**config.mk**
```make
export PLATFORM = sky130hd
export DESIGN_NAME = hma_arbiter
export DESIGN_NICKNAME = d
export VERILOG_FILES = /design/src/verilog/hma_pkg.sv /design/src/verilog/hma_tick.sv /design/src/verilog/hma_timer.sv /design/src/verilog/hma_arbiter.sv
export SDC_FILE = /design/constraint.sdc
export NUM_CORES = 1
export LEC_CHECK = 0
export BUFFER_PORTS_ARGS = -buffer_cell sky130_fd_sc_hd__buf_4
export CORE_MARGIN = 2
export CORE_UTILIZATION = 60
export CTS_BUF_LIST = sky130_fd_sc_hd__clkbuf_2 sky130_fd_sc_hd__clkbuf_4 sky130_fd_sc_hd__clkbuf_8
export DETAILED_ROUTE_END_ITERATION = 12
export GPL_TIMING_DRIVEN = 0
export PLACE_DENSITY = 0.89
export SYNTH_ARGS = -nofsm -noshare
export SYNTH_HDL_FRONTEND = slang
export SYNTH_HIERARCHICAL = 1
export SYNTH_SLANG_ARGS = --single-unit
```
**constraint.sdc**
```tcl
create_clock -name clk -period 2.8 [get_ports clk]
set_input_delay 0.14 -clock clk [delete_from_list [all_inputs] [get_ports clk]]
set_output_delay 0.14 -clock clk [all_outputs]
set_load 0.02 [all_outputs]
```
**src/verilog/hma_pkg.sv**
```systemverilog
// Constants, codes and types of the operating-mode arbiter
// Operation
// Qualified window open forces building protection; closing restores the prior mode.
// The two window contacts of a channel are combined by logical OR.
// Protection stays forced while any window is open, released when all close.
// Window must stay open beyond the opening delay before protection is forced.
// Window forcing beats schedule, presence-derived mode and supervisor forced mode.
// Window contacts act only when integrated controller operation is enabled.
// Presence polarity: normal means closed is occupied, inverted means open is occupied.
// Each of four channels has two single-bit presence inputs.
// Presence management selects extension, limitation or both together.
// Extension keeps comfort with presence while schedule moves to economy or standby.
// Extension holds comfort through short absence, follows schedule after the preset time.
// Presence outside scheduled comfort changes nothing until the next comfort event.
// Supervisor forced mode overrides the presence-derived mode.
// Limitation drops comfort to economy or standby after long absence.
// Limitation attenuation mode is a configuration choice, independent of the schedule.
// Combined mode applies extension and limitation behaviour together.
// Pre-forcing mode is saved at forcing start and output at release.
// Delay and absence timers count ticks and restart when their condition drops.
package hma_pkg;

  // ****************************************************************
  // Geometry
  // ****************************************************************
  localparam int NUM_CH = 4;
  localparam int TIME_W = 24;
  localparam int ADDR_W = 8;

  // ****************************************************************
  // Operating mode codes, same coding as the bus mode object
  // ****************************************************************
  localparam logic [2:0] MODE_AUTO = 3'h0;
  localparam logic [2:0] MODE_COMFORT = 3'h1;
  localparam logic [2:0] MODE_STANDBY = 3'h2;
  localparam logic [2:0] MODE_ECONOMY = 3'h3;
  localparam logic [2:0] MODE_PROTECT = 3'h4;

  // ****************************************************************
  // Register offsets
  // ****************************************************************
  localparam logic [7:0] ADDR_CTRL = 8'h00;
  localparam logic [7:0] ADDR_WIN_DELAY = 8'h04;
  localparam logic [7:0] ADDR_ABS_TIME = 8'h08;
  localparam logic [7:0] ADDR_STATUS = 8'h0c;
  localparam logic [7:0] ADDR_INPUTS = 8'h10;

  // ****************************************************************
  // Field positions and reset values
  // ****************************************************************
  localparam int CTRL_EN_BIT = 0;
  localparam int CTRL_INV_BIT = 1;
  localparam int CTRL_PMODE_LSB = 2;
  localparam int CTRL_ATTEN_BIT = 4;
  localparam logic [31:0] CTRL_RST = 32'h0000_0000;
  localparam logic [23:0] WIN_DELAY_RST = 24'h00_0bb8;
  localparam logic [23:0] ABS_TIME_RST = 24'h0d_bba0;
  localparam int ST_FORCED_LSB = 12;
  localparam int ST_ABSENT_LSB = 16;
  localparam int ST_HOLD_LSB = 20;
  localparam int IN_WIN_LSB = 0;
  localparam int IN_PRES_LSB = 8;

  // ****************************************************************
  // Timing
  // ****************************************************************
  localparam int CLK_PERIOD_NS = 4;
  localparam int TICK_PERIOD_NS = 1000000;
  localparam int TICK_CYCLES = TICK_PERIOD_NS / CLK_PERIOD_NS;

  // ****************************************************************
  // Types
  // ****************************************************************
  typedef enum logic [1:0] {
    PM_OFF = 2'h0,
    PM_EXTEND = 2'h1,
    PM_LIMIT = 2'h2,
    PM_BOTH = 2'h3
  } hma_pmode_e;

  typedef enum logic [1:0] {
    WIN_IDLE = 2'b01,
    WIN_FORCED = 2'b10
  } hma_win_e;

endpackage : hma_pkg

```
**src/verilog/hma_tick.sv**
```systemverilog
// Periodic tick generator for the arbiter timers
module hma_tick #(
  parameter int DIV = hma_pkg::TICK_CYCLES
) (
  // Clock and reset
  input wire logic clk,
  input wire logic rstn,
  // Tick pulse
  output logic tick
);

  logic [31:0] cnt;
  wire wrap = (cnt == 32'(DIV - 1));

  always_ff @(posedge clk or negedge rstn) begin
    if (!rstn) begin
      cnt <= 32'h0;
      tick <= 1'b0;
    end else begin
      cnt <= wrap ? 32'h0 : cnt + 32'h1;
      tick <= wrap;
    end
  end

endmodule : hma_tick

```
**src/verilog/hma_timer.sv**
```systemverilog
// Tick-driven qualification timer with restart
module hma_timer #(
  parameter int W = hma_pkg::TIME_W
) (
  // Clock and reset
  input wire logic clk,
  input wire logic rstn,
  // Timing
  input wire logic tick,
  input wire logic run,
  input wire logic [W-1:0] limit,
  // Result
  output logic expired
);

  logic [W-1:0] cnt;
  wire at_max = &cnt;

  // Saturates rather than wraps so a very long condition never looks short again
  always_ff @(posedge clk or negedge rstn) begin
    if (!rstn) begin
      cnt <= '0;
      expired <= 1'b0;
    end else if (!run) begin
      cnt <= '0;
      expired <= 1'b0;
    end else begin
      if (tick && !at_max) begin
        cnt <= cnt + 1'b1;
      end
      expired <= (cnt >= limit);
    end
  end

endmodule : hma_timer

```
**src/verilog/hma_arbiter.sv**
```systemverilog
// Operating-mode arbiter with window forcing, presence handling and APB registers
//
// The address map and the APB slave port were decided locally.
module hma_arbiter #(
  parameter int NCH = hma_pkg::NUM_CH,
  parameter int TICK_CYCLES = hma_pkg::TICK_CYCLES,
  parameter int TW = hma_pkg::TIME_W
) (
  // Clock and reset
  input wire logic clk,
  input wire logic rstn,
  // APB slave
  input wire logic psel,
  input wire logic penable,
  input wire logic pwrite,
  input wire logic [hma_pkg::ADDR_W-1:0] paddr,
  input wire logic [31:0] pwdata,
  output logic [31:0] prdata,
  output logic pready,
  output logic pslverr,
  // Mode requests per channel, three bits each
  input wire logic [3*NCH-1:0] sched_mode_in,
  input wire logic [3*NCH-1:0] supervisor_override_mode_in,
  // Window contacts per channel
  input wire logic [NCH-1:0] window_a_in,
  input wire logic [NCH-1:0] window_b_in,
  // Presence contacts per channel
  input wire logic [NCH-1:0] presence_a_in,
  input wire logic [NCH-1:0] presence_b_in,
  // Arbitrated result per channel
  output logic [3*NCH-1:0] eff_mode_out,
  output logic [NCH-1:0] window_forced_out
);

  // ****************************************************************
  // Configuration registers
  // ****************************************************************
  logic cfg_en;
  logic cfg_inv;
  hma_pkg::hma_pmode_e cfg_pmode;
  logic cfg_atten;
  logic [TW-1:0] win_delay;
  logic [TW-1:0] abs_time;

  wire ext_en = (cfg_pmode == hma_pkg::PM_EXTEND) | (cfg_pmode == hma_pkg::PM_BOTH);
  wire lim_en = (cfg_pmode == hma_pkg::PM_LIMIT) | (cfg_pmode == hma_pkg::PM_BOTH);
  // Attenuation target is picked here, never taken from the schedule
  wire [2:0] atten_mode = cfg_atten ? hma_pkg::MODE_STANDBY : hma_pkg::MODE_ECONOMY;

  // ****************************************************************
  // Per-channel state visible to software
  // ****************************************************************
  logic [NCH-1:0] absent_vec;
  logic [NCH-1:0] hold_vec;
  logic [NCH-1:0] win_raw_vec;
  logic [NCH-1:0] pres_vec;

  // ****************************************************************
  // APB decode
  // ****************************************************************
  // One wait state: the first access cycle loads the answer, pready follows
  wire acc_first = psel & penable & ~pready;
  wire acc_done = psel & penable & pready;
  wire hit_ctrl = (paddr == hma_pkg::ADDR_CTRL);
  wire hit_wdly = (paddr == hma_pkg::ADDR_WIN_DELAY);
  wire hit_abs = (paddr == hma_pkg::ADDR_ABS_TIME);
  wire hit_stat = (paddr == hma_pkg::ADDR_STATUS);
  wire hit_inp = (paddr == hma_pkg::ADDR_INPUTS);
  wire mapped = hit_ctrl | hit_wdly | hit_abs | hit_stat | hit_inp;
  wire wr_ctrl = acc_done & pwrite & hit_ctrl;
  wire wr_wdly = acc_done & pwrite & hit_wdly;
  wire wr_abs = acc_done & pwrite & hit_abs;

  logic [31:0] rd_ctrl;
  logic [31:0] rd_stat;
  logic [31:0] rd_inp;
  wire [31:0] rd_wdly = {{(32 - TW){1'b0}}, win_delay};
  wire [31:0] rd_abs = {{(32 - TW){1'b0}}, abs_time};

  always_comb begin
    rd_ctrl = 32'h0;
    rd_ctrl[hma_pkg::CTRL_EN_BIT] = cfg_en;
    rd_ctrl[hma_pkg::CTRL_INV_BIT] = cfg_inv;
    rd_ctrl[hma_pkg::CTRL_PMODE_LSB +: 2] = cfg_pmode;
    rd_ctrl[hma_pkg::CTRL_ATTEN_BIT] = cfg_atten;
  end

  always_comb begin
    rd_stat = 32'h0;
    rd_stat[3*NCH-1:0] = eff_mode_out;
    rd_stat[hma_pkg::ST_FORCED_LSB +: NCH] = window_forced_out;
    rd_stat[hma_pkg::ST_ABSENT_LSB +: NCH] = absent_vec;
    rd_stat[hma_pkg::ST_HOLD_LSB +: NCH] = hold_vec;
  end

  always_comb begin
    rd_inp = 32'h0;
    rd_inp[hma_pkg::IN_WIN_LSB +: NCH] = win_raw_vec;
    rd_inp[hma_pkg::IN_PRES_LSB +: NCH] = pres_vec;
  end

  wire [31:0] rd_mux = hit_ctrl ? rd_ctrl :
                       hit_wdly ? rd_wdly :
                       hit_abs ? rd_abs :
                       hit_stat ? rd_stat :
                       hit_inp ? rd_inp : 32'h0;

  // ****************************************************************
  // APB answer
  // ****************************************************************
  always_ff @(posedge clk or negedge rstn) begin
    if (!rstn) begin
      pready <= 1'b0;
      pslverr <= 1'b0;
      prdata <= 32'h0;
    end else begin
      pready <= acc_first;
      pslverr <= acc_first & ~mapped;
      if (acc_first) begin
        prdata <= pwrite ? 32'h0 : rd_mux;
      end
    end
  end

  // ****************************************************************
  // Register writes
  // ****************************************************************
  always_ff @(posedge clk or negedge rstn) begin
    if (!rstn) begin
      cfg_en <= hma_pkg::CTRL_RST[hma_pkg::CTRL_EN_BIT];
      cfg_inv <= hma_pkg::CTRL_RST[hma_pkg::CTRL_INV_BIT];
      cfg_pmode <= hma_pkg::hma_pmode_e'(hma_pkg::CTRL_RST[hma_pkg::CTRL_PMODE_LSB +: 2]);
      cfg_atten <= hma_pkg::CTRL_RST[hma_pkg::CTRL_ATTEN_BIT];
    end else if (wr_ctrl) begin
      cfg_en <= pwdata[hma_pkg::CTRL_EN_BIT];
      cfg_inv <= pwdata[hma_pkg::CTRL_INV_BIT];
      cfg_pmode <= hma_pkg::hma_pmode_e'(pwdata[hma_pkg::CTRL_PMODE_LSB +: 2]);
      cfg_atten <= pwdata[hma_pkg::CTRL_ATTEN_BIT];
    end
  end

  always_ff @(posedge clk or negedge rstn) begin
    if (!rstn) begin
      win_delay <= TW'(hma_pkg::WIN_DELAY_RST);
      abs_time <= TW'(hma_pkg::ABS_TIME_RST);
    end else begin
      if (wr_wdly) begin
        win_delay <= pwdata[TW-1:0];
      end
      if (wr_abs) begin
        abs_time <= pwdata[TW-1:0];
      end
    end
  end

  // ****************************************************************
  // Time base
  // ****************************************************************
  logic tick;

  hma_tick #(
    .DIV(TICK_CYCLES)
  ) u_tick (
    .clk(clk),
    .rstn(rstn),
    .tick(tick)
  );

  // ****************************************************************
  // Channel arbitration
  // ****************************************************************
  for (genvar g = 0; g < NCH; g++) begin : g_ch
    wire [2:0] sched = sched_mode_in[3*g +: 3];
    wire [2:0] forced = supervisor_override_mode_in[3*g +: 3];
    // Either contact open means the room is open
    wire win_raw = cfg_en & (window_a_in[g] | window_b_in[g]); // see
    // Two presence inputs per channel; either one reports the room
    wire pres_contact = presence_a_in[g] | presence_b_in[g];
    wire pres = pres_contact ^ cfg_inv;
    logic win_q;
    logic absent_long;
    logic ext_hold;
    logic [2:0] eff;
    logic [2:0] saved;
    hma_pkg::hma_win_e wstate;

    hma_timer #(
      .W(TW)
    ) u_win_timer (
      .clk(clk),
      .rstn(rstn),
      .tick(tick),
      .run(win_raw),
      .limit(win_delay),
      .expired(win_q)
    );

    hma_timer #(
      .W(TW)
    ) u_abs_timer (
      .clk(clk),
      .rstn(rstn),
      .tick(tick),
      .run(~pres),
      .limit(abs_time),
      .expired(absent_long)
    ); // see

    // Presence-derived mode; long absence in comfort drops to the attenuation mode
    wire lim_drop = lim_en & absent_long;
    wire sched_comfort = (sched == hma_pkg::MODE_COMFORT);
    wire [2:0] pres_mode = sched_comfort ? (lim_drop ? atten_mode : hma_pkg::MODE_COMFORT) :
                           ext_hold ? hma_pkg::MODE_COMFORT : sched;
    // Supervisor wins unless it asks for automatic
    wire [2:0] arb = (forced != hma_pkg::MODE_AUTO) ? forced : pres_mode;

    // Hold arms only while the presence-derived mode is comfort, never from scheduled economy or standby
    wire next_ext_hold = (!ext_en || absent_long) ? 1'b0 :
                         (pres && pres_mode == hma_pkg::MODE_COMFORT) ? 1'b1 : ext_hold;

    always_ff @(posedge clk or negedge rstn) begin
      if (!rstn) begin
        ext_hold <= 1'b0;
      end else begin
        ext_hold <= next_ext_hold;
      end
    end

    // Window forcing sits above every other source
    always_ff @(posedge clk or negedge rstn) begin
      if (!rstn) begin
        wstate <= hma_pkg::WIN_IDLE;
        eff <= hma_pkg::MODE_AUTO;
        saved <= hma_pkg::MODE_AUTO;
      end else begin
        case (wstate)
          hma_pkg::WIN_IDLE: begin
            if (win_q) begin
              wstate <= hma_pkg::WIN_FORCED;
              saved <= eff;
              eff <= hma_pkg::MODE_PROTECT; // see
            end else begin
              eff <= arb;
            end
          end
          hma_pkg::WIN_FORCED: begin
            if (!win_q) begin
              wstate <= hma_pkg::WIN_IDLE;
              eff <= saved; // see
            end else begin
              eff <= hma_pkg::MODE_PROTECT;
            end
          end
          default: begin
            wstate <= hma_pkg::WIN_IDLE;
            eff <= hma_pkg::MODE_AUTO;
          end
        endcase
      end
    end

    assign eff_mode_out[3*g +: 3] = eff;
    // One-hot state: the forced bit is itself the flop, so the output needs no decode
    assign window_forced_out[g] = wstate[1];
    assign absent_vec[g] = absent_long;
    assign hold_vec[g] = ext_hold;
    assign win_raw_vec[g] = win_raw;
    assign pres_vec[g] = pres;
  end

endmodule : hma_arbiter

```
# Yosys cells after proc, flatten, opt, wreduce, memory -nomap -nowiden

Cells that the tools add are included.

Logic and storage cells: 266
Bits in registers: 356

Muxes and demuxes: 80
Equal/unequal tests: 36
Bitwise operators: 36
Reductions and logical operators: 54
Add/subtract/negate cells: 9
Order comparisons: 8

Operator list:

| kind                    | count |
|---|---|
| $mux W24                | 21 |
| $add A24 B1 Y24 const B | 8 |
| $ge A24 B24 Y1          | 8 |
| $reduce_and A24 Y1      | 8 |
| $mux W3                 | 20 |
| $add A32 B1 Y32 const B | 1 |
| $eq A32 B18 Y1 const B  | 1 |
| $mux W32                | 1 |
| $eq A3 B1 Y1 const B    | 8 |
| $mux W2                 | 12 |
| $pmux W3 S2             | 4 |
| $mux W1                 | 17 |
| $and A1 B1 Y1           | 16 |
| $eq A8 B4 Y1 const B    | 2 |
| $ne A2 B2 Y1 const B    | 8 |
| $pmux W2 S2             | 4 |
| $reduce_and A2 Y1       | 8 |
| $reduce_bool A2 Y1      | 8 |
| $or A1 B1 Y1            | 14 |
| $eq A2 B2 Y1 const B    | 6 |
| $logic_and A1 B1 Y1     | 12 |
| $mux W12                | 1 |
| $reduce_bool A3 Y1      | 4 |
| $eq A2 B1 Y1 const B    | 5 |
| 8 further kinds         | 26 |

# Depth between registers and ports, before layout

Gate-level depths: netlist of the first run.

Depth after elaboration: 9
Mapped depth: 7
Depth with buffers taken out: 7

# Cells and area by module

Netlist of the first run, hierarchy kept.

By module, submodules not included:

| module                              | area an instance (µm²) | cells each | sequential area each (µm²) | times used |
|---|---|---|---|---|
| hma_timer (g_ch[0].u_abs_timer ...) | 1971.9                 | 219        | 625.6                      | 7 |
| hma_arbiter                         | 5716.7                 | 505        | 2905.3                     | 1 |
| hma_timer (g_ch[1].u_abs_timer)     | 1975.6                 | 220        | 625.6                      | 1 |
| hma_tick                            | 1596.5                 | 152        | 825.8                      | 1 |

# Least setup slack after synthesis of the first run

Ideal clock, no wire load.

Path type: register -> register
From: register u_tick.tick
To: register g_ch[1].u_abs_timer.cnt[17]
Arrival: 2.142 ns
Path buffers: 0
Library setup time: 0.122 ns
Slack: 0.535 ns
Cell stages (with the launch flop): 6
Cell sequence: dfrtp_1 -> nand4_1 -> nor3_1 -> o211ai_1 -> or2_1 -> mux2i_1

Cells in the longest elaborated chain, start to end: 2

RTL lines:

| element                      | line            | RTL |
|---|---|---|
| start: declaration           | hma_tick.sv:9   | `output logic tick` |
| start signal: assignment     | hma_tick.sv:21  | `tick <= wrap;` |
| $logic_and A1 B1 Y1          | hma_timer.sv:28 | `if (tick && !at_max) begin` |
| $reduce_bool A2 Y1 (no line) | -               |  |
| end signal: assignment       | hma_timer.sv:29 | `cnt <= cnt + 1'b1;` |
| end: declaration             | hma_timer.sv:16 | `logic [W-1:0] cnt;` |

No other way between the ends.
A chain may end at the register's enable or synchronous reset.

# Final worst setup path of the first run

From: register cfg_inv
To: register g_ch[3].u_abs_timer.cnt[21]

Cells in the longest elaborated chain, start to end: 2
Elaborated cells on any way between the ends: 3
Those cells by class: mux (1); bitwise (1); reduce/logical (1)

RTL lines:

| element                                        | line               | RTL |
|---|---|---|
| start: declaration                             | hma_arbiter.sv:39  | `logic cfg_inv;` |
| start signal: assignment                       | hma_arbiter.sv:131 | `cfg_inv <= hma_pkg::CTRL_RST[hma_pkg::CTRL_INV_BIT];` |
| start signal: assignment                       | hma_arbiter.sv:136 | `cfg_inv <= pwdata[hma_pkg::CTRL_INV_BIT];` |
| $xor A1 B1 Y1 *                                | hma_arbiter.sv:179 | `wire pres = pres_contact ^ cfg_inv;` |
| $mux W24 or $reduce_bool A2 Y1 (tied branches) | -                  |  |
| end signal: assignment                         | hma_timer.sv:29    |  |
| end: declaration                               | hma_timer.sv:16    |  |

Mark *: on every way between the ends. The rest lies on a longest branch, timed or not.

==> results of run 1 <==
-- power by group through the flow --
| stage | Combinational, uW | Clock, uW | Sequential (uW) |
|---|---|---|---|
| 2_1_floorplan | 256 | 0 | 5260 |
| 3_3_place_gp | 624 | 0 | 5260 |
| 3_5_place_dp | 661 | 0 | 5260 |
| 4_1_cts | 745 | 5030 | 5170 |
| 5_1_grt | 841 | 5310 | 5180 |
| 6_report | 790 | 5050 | 5190 |
-- final timing paths --
check,startpoint,endpoint,slack [ns],depth (start not counted)
setup / recovery,cfg_inv$_DFFE_PN0P_,g_ch[3].u_abs_timer/cnt[21]$_DFFE_PN0P_,-0.03,6
hold / removal,window_b_in[2],prdata[2]$_DFFE_PN0P_,-0.02,5
setup reg to reg,cfg_inv$_DFFE_PN0P_,g_ch[3].u_abs_timer/cnt[21]$_DFFE_PN0P_,-0.03,6
hold reg to reg,u_tick/cnt[31]$_DFF_PN0_,u_tick/cnt[31]$_DFF_PN0_,0.49,1
max in group asynchronous,rstn,u_tick/cnt[15]$_DFF_PN0_,1.47,3
min in group asynchronous,rstn,g_ch[2].u_abs_timer/cnt[8]$_DFFE_PN0P_,0.14,2
-- sequential cells by signal, indices dropped and copies added, names as in the netlist, 4 cells and up --
register	count
abs_time	24
g_ch.u_win_timer/expired	4
prdata	24
u_tick/cnt	32
win_delay	24
g_ch.u_win_timer/cnt	96
g_ch.u_abs_timer/expired	4
g_ch.wstate	8
g_ch.u_abs_timer/cnt	96
g_ch.ext_hold	4
g_ch.saved	12
g_ch.eff	12
-- cells in the final DEF (no fill, tap or decap), types with 51 or more instances in the layout --
cell type and n:
dlygate4sd3_1 67, nand4_1 85, nand3_1 111, inv_1 223, clkbuf_8 72, and2_1 100
nor2_1 82, o21ai_0 113, mux2_2 66, nand2_1 136, dfrtp_1 325, a21o_1 51
xnor2_1 76, ha_1 209, buf_4 135, a21oi_1 57
-- routing by layer --
| layer | part of all wire | up-vias | routed length, um |
|---|---|---|---|
| li1 | - | 9280 | - |
| met1 | 0.36 | 10268 | 25400 |
| met2 | 0.45 | 1259 | 32100 |
| met3 | 0.096 | 493 | 6850 |
| met4 | 0.094 | 0 | 6650 |
| met5 | 0 | - | 0 |
-- stage by stage --
| step | hold slack (ns) | utilization | setup TNS [ns] | cells | total power [uW] |
|---|---|---|---|---|---|
| 3_5_place_dp | 0.284 | 0.654 | -0.233 | 3047 | 5920 |
| 5_1_grt | 0.0255 | 0.707 | -0.0966 | 3226 | 11300 |
| 3_3_place_gp | 0.381 | 0.653 | -519.73 | 3045 | 5880 |
| 6_report | -0.0156 | 0.707 | -0.0411 | 3229 | 11000 |
| 4_1_cts | 0.000525 | 0.706 | 0 | 3225 | 10900 |
| 2_1_floorplan | -0.156 | - | 0 | 2417 | 5520 |
-- tightest hold or removal path, delay by kind of cell --
kind,cells,cell delay (ns)
buffers and inverters,1,0.09
AO/OA/AOI/OAI,3,0.36
AND/OR/NAND/NOR,1,0.07
-- cell families after synthesis --
group	after synthesis
AND/OR/NAND/NOR	837
AO/OA/AOI/OAI	517
flip-flops	348
buffers and inverters	300
adder cells (fa/ha/maj)	209
XOR/XNOR	116
multiplexers	82
other	1
-- timing repair --
action / 4_1_cts / 5_1_grt
gates resized for setup: 1 / 2
endpoints found under the setup margin: 10 / 8
cloned: 0 / 0
endpoints found under the hold margin: 185 / 1
hold buffers: 66 / 1
-- final cells by class --
cell class | count | share of cell area
timing repair buffer | 186 | 0.0604
antenna | 3 | 0.000281
clock buffer | 96 | 0.0439
tap | 511 | 0.0240
clock inverter | 16 | 0.00445
sequential | 348 | 0.328
buffer | 77 | 0.0153
inverter | 223 | 0.0314
multi-input combinational | 1769 | 0.493
==> reports/qor.json, run 1 <==
{
  "compound_cell_area_share_of_the_yosys_netlist": 0.159,
  "timing.critical_path.slowest_stage_cell": "xor2_1",
  "grt_pass1_wl_um": 111000,
  "cts.sink_count": 348,
  "yosysSeqAreaShare": 0.378,
  "synth.largest_area_cell": "dfrtp_1",
  "largest_net_degree_at_the_start_of_global_routing": 127,
  "grt_util_met3": 0.0895,
  "wl_um": 71000,
  "postLayoutSetupSlackWorst_ns": -0.0260,
  "drt.antenna.violating_nets": 0,
  "ys_ff_latch": 348,
  "final_count_of_negative_setup_slack_endpoints": 2,
  "p_comb_frac": 0.072,
  "first_global_vias": 21308,
  "irDropWorstVdd_mv": 0.313,
  "synth_adder_area_share": 0.113,
  "tritoncts": "built",
  "detailroute.via_count": 21300,
  "fin_crit_ns": 2.83,
  "yosys.area_share.xor_xnor": 0.0440,
  "yosysMostFrequentCell": "dfrtp_1",
  "critPathMaxFanout": 10,
  "fin_nets": 2958,
  "drtPass1Iterations": 13,
  "busiest_layer": "met2",
  "crit_path_end_kind": "flop",
  "fillerInstances": 2563,
  "floorplan.core_area_um2": 37800,
  "share_seq_of_total_power": 0.471,
  "actual_slew_at_the_worst_max_slew_pin_ns": 1.18,
  "series_of_cell_instances_along_the_critical_path": "clkbuf_1, xor2_1, clkbuf_1, clkbuf_1, o211ai_1, o31ai_1",
  "synth_edf_count": 0,
  "cp_common_cell": "clkbuf_1",
  "grt_setup_unrepaired": "yes",
  "finalClockSkew_ns": 0.0527,
  "postSynth.topFlopCell": "dfrtp_1",
  "cts_made_buffers": 59,
  "ys_warn_count": 6,
  "postLayoutCellArea_um2": 26700,
  "final-seq-area_um2": 8740,
  "drc_errors": 0,
  "final.period_utilization": 1.01,
  "timing.slew.headroom": 0.208,
  "netSwitchingFraction": 0.259,
  "yosys.area_share.simple": 0.212,
  "critPathRequiredTime_ns": 3.41,
  "critPathTopFamily": "buffers and inverters",
  "dpl_cell_area_um2": 24700,
  "detail_route.vias_per_cell": 6.60,
  "htree_levels": 2,
  "gpl.final_weighted_congestion": 0.922,
  "cts_setup_buffers": 0,
  "total_leakage_power_uw": 0.0119,
  "fin_worst_hold_slack_ns": -0.0156,
  "area_delta_synth_final_pct": 15.6,
  "groute.usage.overall": 0.347,
  "switchingPower_uw": 2860,
  "clock_tree.root_cell": "clkbuf_8",
  "worst_path_largest_cell_delay_ns": 0.70,
  "vert_die_dim_um": 200,
  "routed_wire_length_per_instance_um": 22.0,
  "ys_top_cells_by_area": "dfrtp_1 (35%), ha_1 (11%), inv_1 (3.6%)",
  "netlist_instances": 2410,
  "hp-class": "in2reg",
  "path_class": "reg2reg",
  "slew_violations": 0,
  "hold_violations": 1,
  "timing.fmax_mhz": 354,
  "syn-cell-area_um2": 23100,
  "worst_ep_arrival_time_ns": 3.44,
  "critPathLaunchType": "flop",
  "synth.top_cells.by_count": "dfrtp_1 (326), inv_1 (223), ha_1 (209)",
  "grt_overflow_total": 0,
  "post_synth_num_cell_types": 80,
  "die-area_um2": 40100,
  "failed_checks": "negative hold slack, negative setup slack",
  "drive_gt1_frac": 0.161,
  "m2_gr_usage": 0.546,
  "p_per_area_nw_per_um2": 413,
  "chipWidth_um": 200,
  "dpl_worst_slack_ns": -0.0324,
  "synth_top_family_by_area": "simple AND/OR/NAND/NOR gates",
  "cts.path.max_buffers": 3,
  "number_of_buffers_and_inverters_on_the_critical_path": 3,
  "multiInputGateArea_um2": 13200,
  "synth.top_cell.area_share": 0.353,
  "ioPinCount": 135,
  "effective_utilization_at_floorplan": 0.612,
  "place_hpwl_um": 46400,
  "clkTransAtPathRegs_ns": 0.09,
  "async_reset_ff_frac": 1.00,
  "num_rows": 71,
  "outcome": "finished, violations left",
  "placement.io_buffers": 117,
  "synth_mux_area_frac": 0.0391,
  "syn_avg_cell_area_um2": 9.58,
  "cap_violations": 0,
  "groute.layer.met1.usage": 0.400,
  "power.share.clock": 0.458,
  "initial_antenna_violation_count": 0,
  "clock_insertion_delay_worst_skew_ns": 0.71,
  "detailedRoute.firstIterationViolations": 2267,
  "p_int_uw": 8170
}
(Power assumes the default switching activity.)
==> run 2: changes to the inputs <==
--- a/config.mk
+++ b/config.mk
@@ -5,13 +5,13 @@
 export SDC_FILE = /design/constraint.sdc
 export NUM_CORES = 1
 export LEC_CHECK = 0
-export BUFFER_PORTS_ARGS = -buffer_cell sky130_fd_sc_hd__buf_4
+export BUFFER_PORTS_ARGS = -buffer_cell sky130_fd_sc_hd__clkbuf_2
 export CORE_MARGIN = 2
 export CORE_UTILIZATION = 60
 export CTS_BUF_LIST = sky130_fd_sc_hd__clkbuf_2 sky130_fd_sc_hd__clkbuf_4 sky130_fd_sc_hd__clkbuf_8
 export DETAILED_ROUTE_END_ITERATION = 12
 export GPL_TIMING_DRIVEN = 0
-export PLACE_DENSITY = 0.89
+export PLACE_DENSITY = 0.77
 export SYNTH_ARGS = -nofsm -noshare
 export SYNTH_HDL_FRONTEND = slang
 export SYNTH_HIERARCHICAL = 1
==> run 2 against run 1 <==
The run now ends clean. Combinational power fell by 11%. Maximum frequency rose by 3.5%. Sequential share of layout area rose by 0.36 points. Die area did not move. Clock power rose by 0.8%. First-iteration DRC count fell by 18%. Routed wire length fell by 6.8%. Clock-buffer cell count rose by 4. Setup slack improved by 0.096 ns.
==> reports/qor.json, run 2 (same netlist as run 1, synthesis figures left out) <==
{
  "crit_path_end_kind": "flop",
  "finalClockSkew": {"value": 0.0351, "unit": "ns", "change": "-0.0176 ns"},
  "setup.reg_to_reg.worst_slack": {"value": 0.07, "unit": "ns", "change": "+0.10 ns"},
  "num_rows": {"value": 71, "change": "unchanged"},
  "setup-tns-final": {"value": 0, "unit": "ns", "change": "+0.0411 ns"},
  "fillerInstances": {"value": 2945, "change": "+15%"},
  "timing.critical_path.slowest_stage_cell": "xor2_1",
  "timing.slew.headroom": {"value": 0.139, "change": "-0.0694"},
  "fin_crit": {"value": 2.73, "unit": "ns", "change": "-0.0963 ns"},
  "final-seq-area": {"value": 8740, "unit": "um2", "change": "about the same"},
  "worst_ep_arrival_time": {"value": 3.32, "unit": "ns", "change": "-0.12 ns"},
  "critPathTopFamily": "buffers and inverters",
  "hold_violations": {"value": 0, "change": "-1"},
  "first_global_vias": {"value": 20110, "change": "-5.6%"},
  "area_delta_synth_final_pct": 14.3,
  "ioPinCount": {"value": 135, "change": "unchanged"},
  "detail_route.vias_per_cell": {"value": 6.29, "change": "-4.6%"},
  "path_class": "reg2reg",
  "slew_violations": {"value": 0, "change": "unchanged"},
  "grt_setup_unrepaired": "no",
  "dpl_worst_slack": {"value": 0.146, "unit": "ns", "change": "+0.179 ns"},
  "htree_levels": {"value": 2, "change": "unchanged"},
  "number_of_buffers_and_inverters_on_the_critical_path": {"value": 3, "change": "unchanged"},
  "detailroute.via_count": {"value": 20269, "change": "-4.8%"},
  "cts_made_buffers": {"value": 60, "change": "+1.7%"},
  "irDropWorstVdd": {"value": 0.334, "unit": "mV", "change": "+6.8%"},
  "clock_tree.root_cell": "clkbuf_8",
  "clkTransAtPathRegs": {"value": 0.07, "unit": "ns", "change": "-0.02 ns"},
  "drt.antenna.violating_nets": {"value": 0, "change": "unchanged"},
  "groute.usage.overall": {"value": 0.327, "change": "-0.0193"},
  "wl": {"value": 66200, "unit": "um", "change": "-6.8%"},
  "final_count_of_negative_setup_slack_endpoints": {"value": 0, "change": "-2"},
  "detailedRoute.firstIterationViolations": {"value": 1850, "change": "-18%"},
  "series_of_cell_instances_along_the_critical_path": "clkbuf_1, xor2_1, clkbuf_1, clkbuf_1, and2_1",
  "grt_overflow_total": {"value": 0, "change": "unchanged"},
  "multiInputGateArea": {"value": 13100, "unit": "um2", "change": "-0.10%"},
  "gpl.final_weighted_congestion": {"value": 0.897, "change": "-2.7%"},
  "placement.io_buffers": {"value": 117, "change": "unchanged"},
  "critPathRequiredTime": {"value": 3.39, "unit": "ns", "change": "-0.02 ns"},
  "initial_antenna_violation_count": {"value": 2, "change": "+2"},
  "vert_die_dim": {"value": 200, "unit": "um", "change": "unchanged"},
  "floorplan.core_area": {"value": 37800, "unit": "um2", "change": "unchanged"},
  "cp_common_cell": "clkbuf_1",
  "postLayoutSetupSlackWorst": {"value": 0.0703, "unit": "ns", "change": "+0.0963 ns"},
  "cap_violations": {"value": 0, "change": "unchanged"},
  "drc_errors": {"value": 0, "change": "unchanged"},
  "actual_slew_at_the_worst_max_slew_pin": {"value": 1.28, "unit": "ns", "change": "+0.101 ns"},
  "cts.sink_count": {"value": 348, "change": "unchanged"},
  "outcome": "finished clean",
  "hp-class": "in2async",
  "layout.cells.most_common": "dfrtp_1",
  "grt_pass1_wl": {"value": 105000, "unit": "um", "change": "-5.4%"},
  "final.period_utilization": {"value": 0.975, "change": "-0.0344"},
  "chipWidth": {"value": 200, "unit": "um", "change": "unchanged"},
  "final_util": {"value": 0.699, "change": "-0.00779"},
  "place_hpwl": {"value": 46700, "unit": "um", "change": "+0.47%"},
  "layout_top_registers": "g_ch.u_abs_timer/cnt (96), g_ch.u_win_timer/cnt (96), u_tick/cnt (32)",
  "cts.path.max_buffers": {"value": 3, "change": "unchanged"},
  "clock_insertion_delay_worst_skew": {"value": 0.69, "unit": "ns", "change": "-0.02 ns"},
  "cts_setup_buffers": {"value": 0, "change": "unchanged"},
  "total_leakage_power": {"value": 0.0119, "unit": "uW", "change": "-0.61%"},
  "fin_nets": {"value": 2954, "change": "-0.14%"},
  "layout.cells.most_common_list": "dfrtp_1 (325), inv_1 (223), ha_1 (209)",
  "effective_utilization_at_floorplan": {"value": 0.612, "change": "unchanged"},
  "drtPass1Iterations": {"value": 5, "change": "-8"},
  "routed_wire_length_per_instance": {"value": 20.5, "unit": "um", "change": "-6.6%"},
  "critPathLaunchType": "flop",
  "die-area": {"value": 40100, "unit": "um2", "change": "unchanged"},
  "worst_path_largest_cell_delay": {"value": 0.84, "unit": "ns", "change": "+0.14 ns"},
  "critPathMaxFanout": {"value": 10, "change": "unchanged"},
  "total_power": {"value": 11000, "unit": "uW", "change": "-0.53%"},
  "largest_net_degree_at_the_start_of_global_routing": {"value": 119, "change": "-6.3%"},
  "p_per_area": {"value": 415, "unit": "nW/um2", "change": "+0.58%"},
  "tritoncts": "built",
  "timing.fmax": {"value": 366, "unit": "MHz", "change": "+3.5%"},
  "drive_gt1_frac": {"value": 0.161, "change": "about the same"}
}
-- run 2: routing by layer --
| metal | vias up | part of all wire | GRT usage |
|---|---|---|---|
| met5 | - | 0 | 0 |
| met3 | 265 | 0.072 | 0.0522 |
| met2 | 849 | 0.47 | 0.536 |
| met1 | 9890 | 0.40 | 0.412 |
| li1 | 9265 | - | - |
| met4 | 0 | 0.061 | 0.189 |
-- run 2: worst register-to-register path: cells and delay by family (launching register included) --
kind,cells,cell delay (ns)
buf+inv,3,1.30
xor+xnor,1,0.84
flops,1,0.32
simple gates,1,0.20
-- run 2: where the power goes --
| group | internal [uW] | total (uW) | switching (uW) |
|---|---|---|---|
| clock network | 2860 | 5090 | 2230 |
| registers | 5090 | 5170 | 75.0 |
| logic | 267 | 707 | 440 |
| total | 8220 | 11000 | 2750 |
-- run 2: metrics by stage --
step,area (um2),cells,hold slack [ns]
floorplan,23100,2417,-0.156
global placement,24300,3045,0.394
CTS,26400,3220,0.00378
detailed placement,24500,3049,0.154
finish,26400,3221,0.00326
global route,26400,3221,0.0508
-- run 2: worst paths after layout --
check                                    startpoint                                     end  depth (start not counted)
min reg2reg                u_tick/cnt[31]$_DFF_PN0_                u_tick/cnt[31]$_DFF_PN0_                          1
max reg2reg                     cfg_inv$_DFFE_PN0P_  g_ch[1].u_abs_timer/cnt[2]$_DFFE_PN0P_                          5
max                             cfg_inv$_DFFE_PN0P_  g_ch[1].u_abs_timer/cnt[2]$_DFFE_PN0P_                          5
min                                            rstn  g_ch[0].u_abs_timer/cnt[4]$_DFFE_PN0P_                          2
min in group clk                   sched_mode_in[7]            g_ch[2].ext_hold$_DFFE_PN0P_                          4
max in group asynchronous                      rstn                   u_tick/tick$_DFF_PN0_                          4
-- run 2: layout make-up --
class                           count  area share
Multi-Input combinational cell   1769       0.498
Tap cell                          511      0.0242
Inverter                          223      0.0317
Sequential cell                   348       0.331
Clock buffer                      100      0.0484
Buffer                             77      0.0155
Clock inverter                     11     0.00209
Timing Repair Buffer              181      0.0492
Antenna cell                        1   0.0000948
-- run 2: repair_timing --
| item | 4_1_cts | 5_1_grt |
|---|---|---|
| hold endpoints to repair | 232 | 0 |
| resized for setup | 0 | 0 |
| hold buffers | 60 | 0 |
| endpoints found under the setup margin | 0 | 0 |
